==> config.mk <==
export PLATFORM = sky130hd
export DESIGN_NAME = ext_bus_cycle_sequencer
export DESIGN_NICKNAME = d
export VERILOG_FILES = /design/src/core/ext_bus_pkg.sv /design/src/core/ext_bus_cycle_sequencer.sv /design/src/core/state_timer.sv
export SDC_FILE = /design/constraint.sdc
export NUM_CORES = 1
export LEC_CHECK = 0
export BUFFER_PORTS_ARGS = -buffer_cell sky130_fd_sc_hd__buf_2
export CORE_MARGIN = 5
export CORE_UTILIZATION = 51
export DETAILED_ROUTE_END_ITERATION = 8
export GPL_ROUTABILITY_DRIVEN = 0
export PLACE_DENSITY = 0.8
export SKIP_CTS_REPAIR_TIMING = 1
export SYNTH_ARGS = -nofsm -noshare
export SYNTH_HDL_FRONTEND = slang
export SYNTH_HIERARCHICAL = 1
export SYNTH_SLANG_ARGS = --single-unit
==> constraint.sdc <==
create_clock -name i_clk -period 3.3 [get_ports i_clk]
set_clock_uncertainty 0.1 [all_clocks]
set_input_delay 0.495 -clock i_clk [delete_from_list [all_inputs] [get_ports i_clk]]
set_output_delay 0.495 -clock i_clk [all_outputs]
set_load 0.05 [all_outputs]
==> src/core/ext_bus_pkg.sv <==
// Purpose: constants for the external bus cycle sequencer
// Assumes: one 20 MHz system clock, one chip select per sequencer
// Notes:   rules carried by the sequencer follow
// Function
// - address-latch cycles run four ordered states T1..T4 plus waits
// - each state lasts 2 to 15 clocks, set per chip select
// - latch pulse high at start of T1, low at middle of T1
// - separate-bus write drives address, chip select, data in T1
// - separate bus: strobe and memory or io qualifier asserted in T2
// - multiplexed read drives address onto data bus in T1, chip select
// - multiplexed read removes address in T2, asserts read strobe and qualifier
// - multiplexed write: address in T1, write data plus write strobe in T2
// - T3 holds outputs; ready low before T3 adds wait states until high
// - reads capture data at start of T4, negate read strobe, end
// - separate write negates write strobe at T4, holds buses to T4 end
// - multiplexed write negates write strobe at start of T4
// - strobe-and-acknowledge format runs eight states S0..S7
// - strobe format read starts in S0 with read/not-write high
// - entering S1 the 24-bit address is valid
// - rising edge beginning S2 asserts address strobe, and data strobe for reads; writes assert data strobe entering S4
// - S3 leaves every bus signal unchanged; writes turn on the data bus drive entering S3
// - multiplexed T1 puts low address byte on data and address bus
// - format and clocks per state per chip select; native is default
// - S4 waits for acknowledge, inserting whole-state waits until seen
// - entering S7 read latches data and negates both strobes
package ext_bus_pkg;
    localparam int          ADDR_W        = 24;
    localparam int          DATA_W        = 8;
    localparam int          CNT_W         = 4;
    localparam logic [3:0]  CLK_PER_MIN   = 4'h2;
    localparam logic [3:0]  CLK_PER_MAX   = 4'hF;
    localparam logic [3:0]  CLK_PER_RESET = 4'hF;
    localparam logic [1:0]  FMT_NATIVE    = 2'h0;
    localparam logic [1:0]  FMT_LATCH     = 2'h1;
    localparam logic [1:0]  FMT_STROBE    = 2'h2;
    localparam logic [1:0]  FMT_RESET     = 2'h0;

    typedef enum logic [3:0] {
        ST_IDLE = 4'h0,
        ST_T1   = 4'h1,
        ST_T2   = 4'h2,
        ST_T3   = 4'h3,
        ST_TW   = 4'h4,
        ST_T4   = 4'h5,
        ST_S0   = 4'h6,
        ST_S1   = 4'h7,
        ST_S2   = 4'h8,
        ST_S3   = 4'h9,
        ST_S4   = 4'hA,
        ST_S5   = 4'hB,
        ST_S6   = 4'hC,
        ST_S7   = 4'hD
    } seq_state_e;
endpackage

==> src/core/ext_bus_cycle_sequencer.sv <==
// Purpose: bus cycle sequencer for one chip select, latch and strobe formats
// Assumes: request is held until o_done; config stable during a cycle
// Notes:   native format just passes no cycle; a request there is answered at once
`timescale 1ns/100ps
`default_nettype none
module ext_bus_cycle_sequencer (
    input  wire logic                           i_clk,
    input  wire logic                           i_rst_n,
    input  wire logic [1:0]                     i_format,
    input  wire logic                           i_muxed,
    input  wire logic [ext_bus_pkg::CNT_W-1:0]  i_clk_per_state,
    input  wire logic                           i_req,
    input  wire logic                           i_write,
    input  wire logic                           i_io,
    input  wire logic [ext_bus_pkg::ADDR_W-1:0] i_addr,
    input  wire logic [ext_bus_pkg::DATA_W-1:0] i_wdata,
    input  wire logic                           i_ready_n,
    input  wire logic                           i_transfer_acknowledge_n,
    input  wire logic [ext_bus_pkg::DATA_W-1:0] i_data,
    output logic [ext_bus_pkg::ADDR_W-1:0]      o_addr,
    output logic [ext_bus_pkg::DATA_W-1:0]      o_data,
    output logic                                o_data_oe,
    output logic                                o_chip_select_n,
    output logic                                o_address_latch,
    output logic                                o_read_n,
    output logic                                o_write_n,
    output logic                                o_memory_request_n,
    output logic                                o_io_request_n,
    output logic                                o_read_not_write,
    output logic                                o_address_strobe_n,
    output logic                                o_data_strobe_n,
    output logic [ext_bus_pkg::DATA_W-1:0]      o_rdata,
    output logic                                o_done,
    output logic                                o_busy
);
    import ext_bus_pkg::*;

    seq_state_e state_q;
    seq_state_e state_d;
    logic       st_last;
    logic       st_mid;
    logic       start;
    logic       ready_low_q;
    logic       ack_seen_q;
    logic       wr_q;
    logic       io_q;
    logic       mux_q;
    logic       fmt_strobe_q;
    logic       native_req;

    logic [ADDR_W-1:0] addr_q;
    logic [DATA_W-1:0] data_q;
    logic              data_oe_q;
    logic              cs_n_q;
    logic              ale_q;
    logic              rd_n_q;
    logic              wr_n_q;
    logic              memory_request_n_n_q;
    logic              io_request_n_n_q;
    logic              rnw_q;
    logic              as_n_q;
    logic              ds_n_q;
    logic [DATA_W-1:0] rdata_q;
    logic              done_q;

    // edge of each state, named from the state being entered or, for the end ones, the state being left
    wire idle      = (state_q == ST_IDLE);
    wire enter_t1  = start && (i_format == FMT_LATCH);
    wire enter_s0  = start && (i_format == FMT_STROBE);
    wire enter_t2  = (state_q == ST_T1) && st_last;
    wire t3_end    = ((state_q == ST_T3) || (state_q == ST_TW)) && st_last;
    // ready low sampled one clock before the T3 boundary stretches the cycle
    wire go_wait   = t3_end && ready_low_q;
    wire enter_t4  = t3_end && !ready_low_q;
    wire end_t4    = (state_q == ST_T4) && st_last;
    wire enter_s1  = (state_q == ST_S0) && st_last;
    wire enter_s2  = (state_q == ST_S1) && st_last;
    wire s4_end    = (state_q == ST_S4) && st_last;
    wire enter_s7  = (state_q == ST_S6) && st_last;
    wire end_s7    = (state_q == ST_S7) && st_last;
    wire mux_rd_t2 = enter_t2 && mux_q && !wr_q;

    assign start      = idle && i_req && !done_q;
    assign native_req = start && (i_format == FMT_NATIVE);

    state_timer state_timer_inst (
        .i_clk     (i_clk),
        .i_rst_n   (i_rst_n),
        .i_restart (start),
        .i_len     (i_clk_per_state),
        .o_last    (st_last),
        .o_mid     (st_mid)
    );

    always_comb begin
        state_d = state_q;
        case (state_q)
            ST_IDLE: begin
                if (enter_t1) begin
                    state_d = ST_T1;
                end else if (enter_s0) begin
                    state_d = ST_S0;
                end
            end
            ST_T1:   if (st_last) state_d = ST_T2;
            ST_T2:   if (st_last) state_d = ST_T3;
            ST_T3:   if (st_last) state_d = go_wait ? ST_TW : ST_T4;
            ST_TW:   if (st_last) state_d = go_wait ? ST_TW : ST_T4;
            ST_T4:   if (st_last) state_d = ST_IDLE;
            ST_S0:   if (st_last) state_d = ST_S1;
            ST_S1:   if (st_last) state_d = ST_S2;
            ST_S2:   if (st_last) state_d = ST_S3;
            ST_S3:   if (st_last) state_d = ST_S4;
            // each extra wait is a whole state long
            ST_S4:   if (st_last && ack_seen_q) state_d = ST_S5;
            ST_S5:   if (st_last) state_d = ST_S6;
            ST_S6:   if (st_last) state_d = ST_S7;
            ST_S7:   if (st_last) state_d = ST_IDLE;
            default: state_d = ST_IDLE;
        endcase
    end

    always_ff @(posedge i_clk or negedge i_rst_n) begin
        if (!i_rst_n) begin
            state_q <= ST_IDLE;
        end else begin
            state_q <= state_d;
        end
    end

    // registered samples: a level seen one clock before the boundary counts
    always_ff @(posedge i_clk or negedge i_rst_n) begin
        if (!i_rst_n) begin
            ready_low_q <= 1'b0;
            ack_seen_q  <= 1'b0;
        end else begin
            ready_low_q <= !i_ready_n;
            ack_seen_q  <= !i_transfer_acknowledge_n;
        end
    end

    always_ff @(posedge i_clk or negedge i_rst_n) begin
        if (!i_rst_n) begin
            wr_q         <= 1'b0;
            io_q         <= 1'b0;
            mux_q        <= 1'b0;
            fmt_strobe_q <= 1'b0;
        end else if (start) begin
            wr_q         <= i_write;
            io_q         <= i_io;
            mux_q        <= i_muxed;
            fmt_strobe_q <= (i_format == FMT_STROBE);
        end
    end

    // address and chip select
    always_ff @(posedge i_clk or negedge i_rst_n) begin
        if (!i_rst_n) begin
            addr_q <= 24'h000000;
            cs_n_q <= 1'b1;
        end else if (enter_t1) begin
            addr_q <= i_addr;
            cs_n_q <= 1'b0;
        end else if (enter_s1) begin
            addr_q <= i_addr;
            cs_n_q <= 1'b0;
        end else if (end_t4 || end_s7) begin
            cs_n_q <= 1'b1;
        end
    end

    // data bus drive
    always_ff @(posedge i_clk or negedge i_rst_n) begin
        if (!i_rst_n) begin
            data_q    <= 8'h00;
            data_oe_q <= 1'b0;
        end else if (enter_t1) begin
            data_q    <= i_muxed ? i_addr[7:0] : i_wdata;
            data_oe_q <= i_muxed || i_write;
        end else if (enter_t2 && mux_q) begin
            data_q    <= i_wdata;
            data_oe_q <= wr_q;
        end else if (enter_s0 && i_write) begin
            data_q    <= i_wdata;
        end else if ((state_q == ST_S2) && st_last && wr_q) begin
            data_oe_q <= 1'b1;
        end else if (end_t4 || end_s7) begin
            data_oe_q <= 1'b0;
        end
    end

    // address latch pulse: high for the first half of T1
    always_ff @(posedge i_clk or negedge i_rst_n) begin
        if (!i_rst_n) begin
            ale_q <= 1'b0;
        end else if (enter_t1) begin
            ale_q <= 1'b1;
        end else if ((state_q == ST_T1) && st_mid) begin
            ale_q <= 1'b0;
        end
    end

    // read and write strobes with request qualifiers
    always_ff @(posedge i_clk or negedge i_rst_n) begin
        if (!i_rst_n) begin
            rd_n_q   <= 1'b1;
            wr_n_q   <= 1'b1;
            memory_request_n_n_q <= 1'b1;
            io_request_n_n_q <= 1'b1;
        end else if (enter_t2) begin
            rd_n_q   <= wr_q;
            wr_n_q   <= !wr_q;
            memory_request_n_n_q <= io_q;
            io_request_n_n_q <= !io_q;
        end else if (enter_t4) begin
            rd_n_q   <= 1'b1;
            wr_n_q   <= 1'b1;
        end else if (end_t4) begin
            memory_request_n_n_q <= 1'b1;
            io_request_n_n_q <= 1'b1;
        end
    end

    // strobe-and-acknowledge signals
    always_ff @(posedge i_clk or negedge i_rst_n) begin
        if (!i_rst_n) begin
            rnw_q  <= 1'b1;
            as_n_q <= 1'b1;
            ds_n_q <= 1'b1;
        end else if (enter_s0) begin
            rnw_q  <= 1'b1;
        end else if (enter_s2) begin
            as_n_q <= 1'b0;
            ds_n_q <= wr_q;
            rnw_q  <= !wr_q;
        end else if (s4_end && ack_seen_q && wr_q) begin
            ds_n_q <= 1'b0;
        end else if ((state_q == ST_S3) && st_last && wr_q) begin
            ds_n_q <= 1'b0;
        end else if (enter_s7) begin
            as_n_q <= 1'b1;
            ds_n_q <= 1'b1;
        end else if (end_s7) begin
            rnw_q  <= 1'b1;
        end
    end

    // read data capture and completion
    always_ff @(posedge i_clk or negedge i_rst_n) begin
        if (!i_rst_n) begin
            rdata_q <= 8'h00;
            done_q  <= 1'b0;
        end else begin
            if ((enter_t4 || enter_s7) && !wr_q) begin
                rdata_q <= i_data;
            end
            done_q <= end_t4 || end_s7 || native_req;
        end
    end

    assign o_addr             = addr_q;
    assign o_data             = data_q;
    assign o_data_oe          = data_oe_q;
    assign o_chip_select_n    = cs_n_q;
    assign o_address_latch    = ale_q;
    assign o_read_n           = rd_n_q;
    assign o_write_n          = wr_n_q;
    assign o_memory_request_n = memory_request_n_n_q;
    assign o_io_request_n     = io_request_n_n_q;
    assign o_read_not_write   = rnw_q;
    assign o_address_strobe_n = as_n_q;
    assign o_data_strobe_n    = ds_n_q;
    assign o_rdata            = rdata_q;
    assign o_done             = done_q;
    assign o_busy             = !idle;

    a_t3_holds: assert property (@(posedge i_clk) disable iff (!i_rst_n)
        (state_q == ST_T3) && ($past(state_q) == ST_T3) |-> $stable(o_read_n) && $stable(o_write_n)
        && $stable(o_data_oe) && $stable(o_address_latch))
        else $error("bus outputs changed during T3");
    a_t1_to_t2: assert property (@(posedge i_clk) disable iff (!i_rst_n)
        $rose(state_q == ST_T1) |-> ##[2:15] (state_q == ST_T2))
        else $error("T1 did not move to T2 in time");
    a_ale_pulse: assert property (@(posedge i_clk) disable iff (!i_rst_n)
        $rose(state_q == ST_T1) |-> o_address_latch ##[1:7] !o_address_latch)
        else $error("latch pulse not raised then dropped in T1");
    a_strobe_t2: assert property (@(posedge i_clk) disable iff (!i_rst_n)
        $rose(state_q == ST_T2) |-> (o_read_n != o_write_n) && (o_memory_request_n != o_io_request_n))
        else $error("strobe or qualifier wrong in T2");
    a_t4_negate: assert property (@(posedge i_clk) disable iff (!i_rst_n)
        (state_q == ST_T4) |-> o_read_n && o_write_n)
        else $error("strobe still asserted in T4");
    a_wait_ready: assert property (@(posedge i_clk) disable iff (!i_rst_n)
        t3_end && ready_low_q |=> (state_q == ST_TW))
        else $error("ready low did not add a wait state");
    a_s2_strobes: assert property (@(posedge i_clk) disable iff (!i_rst_n)
        $rose(state_q == ST_S2) && !wr_q |-> !o_address_strobe_n && !o_data_strobe_n)
        else $error("strobes not asserted entering S2");
    a_s7_release: assert property (@(posedge i_clk) disable iff (!i_rst_n)
        $rose(state_q == ST_S7) |-> o_address_strobe_n && o_data_strobe_n)
        else $error("strobes not negated entering S7");
    a_idle_quiet: assert property (@(posedge i_clk) disable iff (!i_rst_n)
        idle && $past(idle) |-> o_read_n && o_write_n && !o_data_oe && !o_address_latch)
        else $error("bus not quiet between cycles");
    a_s0_read: assert property (@(posedge i_clk) disable iff (!i_rst_n)
        $rose(state_q == ST_S0) |-> o_read_not_write)
        else $error("read/not-write low in S0");

    // the first clock of a state may move pins, so the holds start on its second clock
    a_s3_holds: assert property (@(posedge i_clk) disable iff (!i_rst_n)
        (state_q == ST_S3) && ($past(state_q) == ST_S3) |-> $stable(o_addr)
        && $stable(o_address_strobe_n) && $stable(o_data_strobe_n) && $stable(o_read_not_write))
        else $error("bus signals changed during S3");
    a_t4_holds: assert property (@(posedge i_clk) disable iff (!i_rst_n)
        (state_q == ST_T4) && ($past(state_q) == ST_T4) |-> $stable(o_addr) && $stable(o_data)
        && $stable(o_data_oe) && !o_chip_select_n)
        else $error("address or data moved before T4 ended");
    a_t1_drive: assert property (@(posedge i_clk) disable iff (!i_rst_n)
        enter_t1 |=> !o_chip_select_n && (o_addr == $past(i_addr))
        && (o_data_oe == ($past(i_muxed) || $past(i_write))) && (!mux_q || o_data == o_addr[7:0]))
        else $error("T1 address, chip select or data drive wrong");
    a_mux_addr_off: assert property (@(posedge i_clk) disable iff (!i_rst_n)
        mux_rd_t2 |=> !o_data_oe && !o_read_n)
        else $error("multiplexed read kept the address on the data bus in T2");
    a_mux_wr_data: assert property (@(posedge i_clk) disable iff (!i_rst_n)
        enter_t2 && mux_q && wr_q |=> o_data_oe && !o_write_n && (o_data == $past(i_wdata)))
        else $error("multiplexed write data not driven in T2");
    a_qual_t2: assert property (@(posedge i_clk) disable iff (!i_rst_n)
        $rose(state_q == ST_T2) |-> (o_write_n == !wr_q) && (o_io_request_n == !io_q))
        else $error("strobe or qualifier does not match the request");
    a_read_capture: assert property (@(posedge i_clk) disable iff (!i_rst_n)
        (enter_t4 || enter_s7) && !wr_q |=> (o_rdata == $past(i_data)))
        else $error("read data not captured at the state edge");
    a_s1_addr: assert property (@(posedge i_clk) disable iff (!i_rst_n)
        enter_s1 |=> !o_chip_select_n && (o_addr == $past(i_addr)))
        else $error("address not valid entering S1");
    // the acknowledge is judged one clock early, so a late one costs a whole state
    a_s4_wait: assert property (@(posedge i_clk) disable iff (!i_rst_n)
        s4_end && !ack_seen_q |=> (state_q == ST_S4))
        else $error("S4 left without acknowledge");
    a_done_pulse: assert property (@(posedge i_clk) disable iff (!i_rst_n)
        o_done |=> !o_done)
        else $error("done stood for more than one clock");

    c_latch_read:  cover property (@(posedge i_clk) end_t4 && !wr_q && !mux_q);
    c_mux_write:   cover property (@(posedge i_clk) end_t4 && wr_q && mux_q);
    c_wait_state:  cover property (@(posedge i_clk) state_q == ST_TW);
    c_strobe_read: cover property (@(posedge i_clk) end_s7 && fmt_strobe_q && !wr_q);
    c_strobe_write: cover property (@(posedge i_clk) end_s7 && fmt_strobe_q && wr_q);
endmodule
`default_nettype wire

==> src/core/state_timer.sv <==
// Purpose: per-state clock counter giving a last-clock and mid-state pulse
// Assumes: length is held constant while a cycle runs
// Notes:   length below the minimum is raised to it
`timescale 1ns/100ps
`default_nettype none
module state_timer (
    input  wire logic                    i_clk,
    input  wire logic                    i_rst_n,
    input  wire logic                    i_restart,
    input  wire logic [ext_bus_pkg::CNT_W-1:0] i_len,
    output logic                         o_last,
    output logic                         o_mid
);
    import ext_bus_pkg::*;

    logic [CNT_W-1:0] cnt_q;
    logic [CNT_W-1:0] len_eff;
    logic [CNT_W-1:0] half;

    // a one-clock state would leave no room for the mid-state latch edge
    assign len_eff = (i_len < CLK_PER_MIN) ? CLK_PER_MIN : i_len;
    assign half    = len_eff >> 1;
    assign o_last  = (cnt_q == len_eff - 4'h1);
    assign o_mid   = (cnt_q == half - 4'h1);

    always_ff @(posedge i_clk or negedge i_rst_n) begin
        if (!i_rst_n) begin
            cnt_q <= 4'h0;
        end else if (i_restart || o_last) begin
            cnt_q <= 4'h0;
        end else begin
            cnt_q <= cnt_q + 4'h1;
        end
    end

    a_last_bounded: assert property (@(posedge i_clk) disable iff (!i_rst_n)
        cnt_q <= CLK_PER_MAX - 4'h1)
        else $error("state counter ran past its longest length");
endmodule
`default_nettype wire
==> reports/results.ini <==
[routing]
vias = 2503
vias_per_cell = 5.42
postRouteAntennaNets = 0
drt_wl_total_mm = 7.52
drc = 0
first_pass_iters = 4
wl_per_cell_um = 16.3
drt_iter0_drc = 129

[pwr]
power_switching_mw = 2.19
total_leakage_power_nw = 2.07
sw_frac_of_total_pct = 48.2
p_seq_share_pct = 31.9
pwr-share-clk_pct = 16.8
power_mw = 4.55
power_density_nw_per_um2 = 1090
combPwrFrac_pct = 51.3
p_int_mw = 2.36
peakVddDrop_mv = 0.719

[finish]
nets = 438
nFillCells = 489
drive_gt1_share_pct = 52.7
n_antenna_cell = 0
final_area_um2 = 4180
final_cell_mix = buf_2 (105), dfrtp_1 (56), mux2_2 (33)
final_core_util_pct = 65.8
seqCellArea_um2 = 1610
multi_input_area_um2 = 1600
final_common_cell = buf_2
area_growth_pct = 24.9
final_cell_count_no_fill = 462

[logic_synthesis]
synthArstFlopShare_pct = 100
synth_area_um2 = 3340
synth_area_leaders = dfrtp_1 (42%), mux2_2 (11%), mux2_4 (8.5%)
syn_area_per_cell_um2 = 12.4
yosys.area.top_type_share_pct = 41.9
ys_seq_area_share_pct = 48.2
syn_inst = 270
synth_nets = 328
yosysTopAreaCell = dfrtp_1
synth_edf_count = 0
ys.flop_type = dfrtp_1
yosysUniqueCellTypes = 64
yosysWarnings = 6
ys_ff_latch = 64

[clock_tree]
root_buffer = clkbuf_8
cts_tree = yes
cts_max_level = 3
insertion_delay_ns = 0.34
cts.sink_count = 64
clock_tree.buffer_depth = 2
cts_inserted_buffers = 9
path_clk_slew_ns = 0.08

[setup_path]
critPathRequiredTime_ns = 3.43
cp_max_fo = 11
cp_slowest_cell = mux2_2
crit_chain = buf_2 -> nor2_1 -> nor2_1 -> ha_1 -> a21bo_2 -> a22oi_2 -> xor2_2 -> and2_2 -> and3b_1 -> nand3_1 -> o21ai_2 -> mux2_2
max_stage_delay_ns = 0.40
cp.arrival_ns = 3.19
path_class = primary input to flop
critPathCaptureType = flop
crit_top_cell = nor2_1
ff2ff_path_depth = 8
critPathLaunchType = primary input

[job]
maxCapViolCount = 0

[sta]
finalCritPeriodShare_pct = 92.8
tns_ns = 0
slew_violations = 0
holdWs_ns = 0.0621
hold_viol = 0
fin_crit_ns = 3.06
rsz0062_at_grt = false
max_freq_mhz = 327
worstMarginPinSlew_ns = 0.658
setup_viol = 0
worst_slack_ns = 0.239
slew_headroom_pct = 56.1

[placement]
place_hpwl_mm = 5.62
place.port_buffers = 105
dpl_cell_area_um2 = 3950
place_inst = 446
preCtsSetupSlack_ns = -0.102

[global_routing]
grt_start_max_net_pins = 40
grt_pass1_wl_mm = 12.8
first_global_vias = 2617
antenna_found_initial = 0
track_usage_pct = 18.9
grt_overflow_total = 0

[die]
die_x_um = 91.0
rows = 29
io_pins = 106
die_h_um = 91.0
die_area_um2 = 8270
core_area_um2 = 6350
start_util_pct = 52.6

[outcome]
status = complete, no violations

[hold_path]
hold_class = primary input to asynchronous set/reset pin

## power groups by stage
stage               clock, mW  combinational, mW  sequential, mW
floorplan                   0              0.933            2.33
global placement            0               2.30            1.44
detailed placement          0               2.34            1.45
CTS                     0.780               2.35            1.45
global route            0.825               2.48            1.50
finish                  0.765               2.33            1.45
## worst max-delay path, delay by kind of cell
family	cells	cell delay, ns
multiplexers	1	0.40
adder cells (fa/ha/maj)	1	0.26
AO/OA/AOI/OAI	3	0.74
AND/OR/NAND/NOR	5	0.92
buffers and inverters	1	0.14
XOR/XNOR	1	0.22
## cells by family after synthesis
logic type / Yosys count / synth area share, %
AND/OR/NAND/NOR: 72 / 13.2
flip-flops: 64 / 48.2
multiplexers: 53 / 20.0
AO/OA/AOI/OAI: 46 / 10.1
buffers and inverters: 22 / 3.86
XOR/XNOR: 9 / 3.22
adder cells (fa/ha/maj): 4 / 1.50
## metal layers
layer  GRT usage [%]  wire length [µm]  vias to the layer above  share of wire (%)
met1            25.1              3260                     1217                 43
met5               0                 0                        -                  0
met4            5.62                87                        0                1.2
met2            29.5              3720                       74                 49
li1                -                 -                     1202                  -
met3            6.45               450                       10                6.0
## flip-flops by register name, summed over array words and instances (netlist names), 4 cells and up
name                    cells
state_timer_inst/cnt_q      4
o_rdata                     8
o_addr                     24
o_data                      8
state_q                     4
## cell type report
type	instances	area share, %
Sequential cell	64	38.6
Multi-Input combinational cell	184	38.4
Timing Repair Buffer	112	14.4
Clock buffer	9	2.97
Clock inverter	7	2.52
Tap cell	77	2.31
Inverter	9	0.809
## final timing paths
path / startpoint / end / slack, ns
min reg2reg: o_chip_select_n / o_chip_select_n / 0.37
min: i_rst_n / state_q[1] / 0.06
max reg2reg: state_timer_inst/cnt_q[2] / o_data[2] / 0.91
max in group asynchronous: i_rst_n / o_chip_select_n / 2.37
max: i_clk_per_state[2] / o_data[2] / 0.24
min in group i_clk: i_ready_n / ready_low_q / 0.19
## cells in the mapped netlist (2+ instances only)
library cell	n
and2b_1	3
mux2_2	33
dfrtp_1	56
o21ai_0	9
nand3b_1	5
xor2_1	2
inv_1	8
nand3_1	7
nor2b_1	3
or3_1	2
a21oi_1	9
nor2_1	13
o21ai_2	2
a21boi_0	2
nor3_1	4
a211oi_1	3
nor4bb_1	2
o211ai_1	2
clkbuf_1	7
nand4_1	3
a31oi_1	3
nand2_1	9
xnor2_1	4
and2_1	2
dfstp_2	8
buf_2	2
and3b_1	2
nand2b_1	4
nand3_2	2
nor3b_1	2
ha_1	4
buf_12	2
mux2_4	19
xor2_2	2
(Power assumes the default switching activity.)
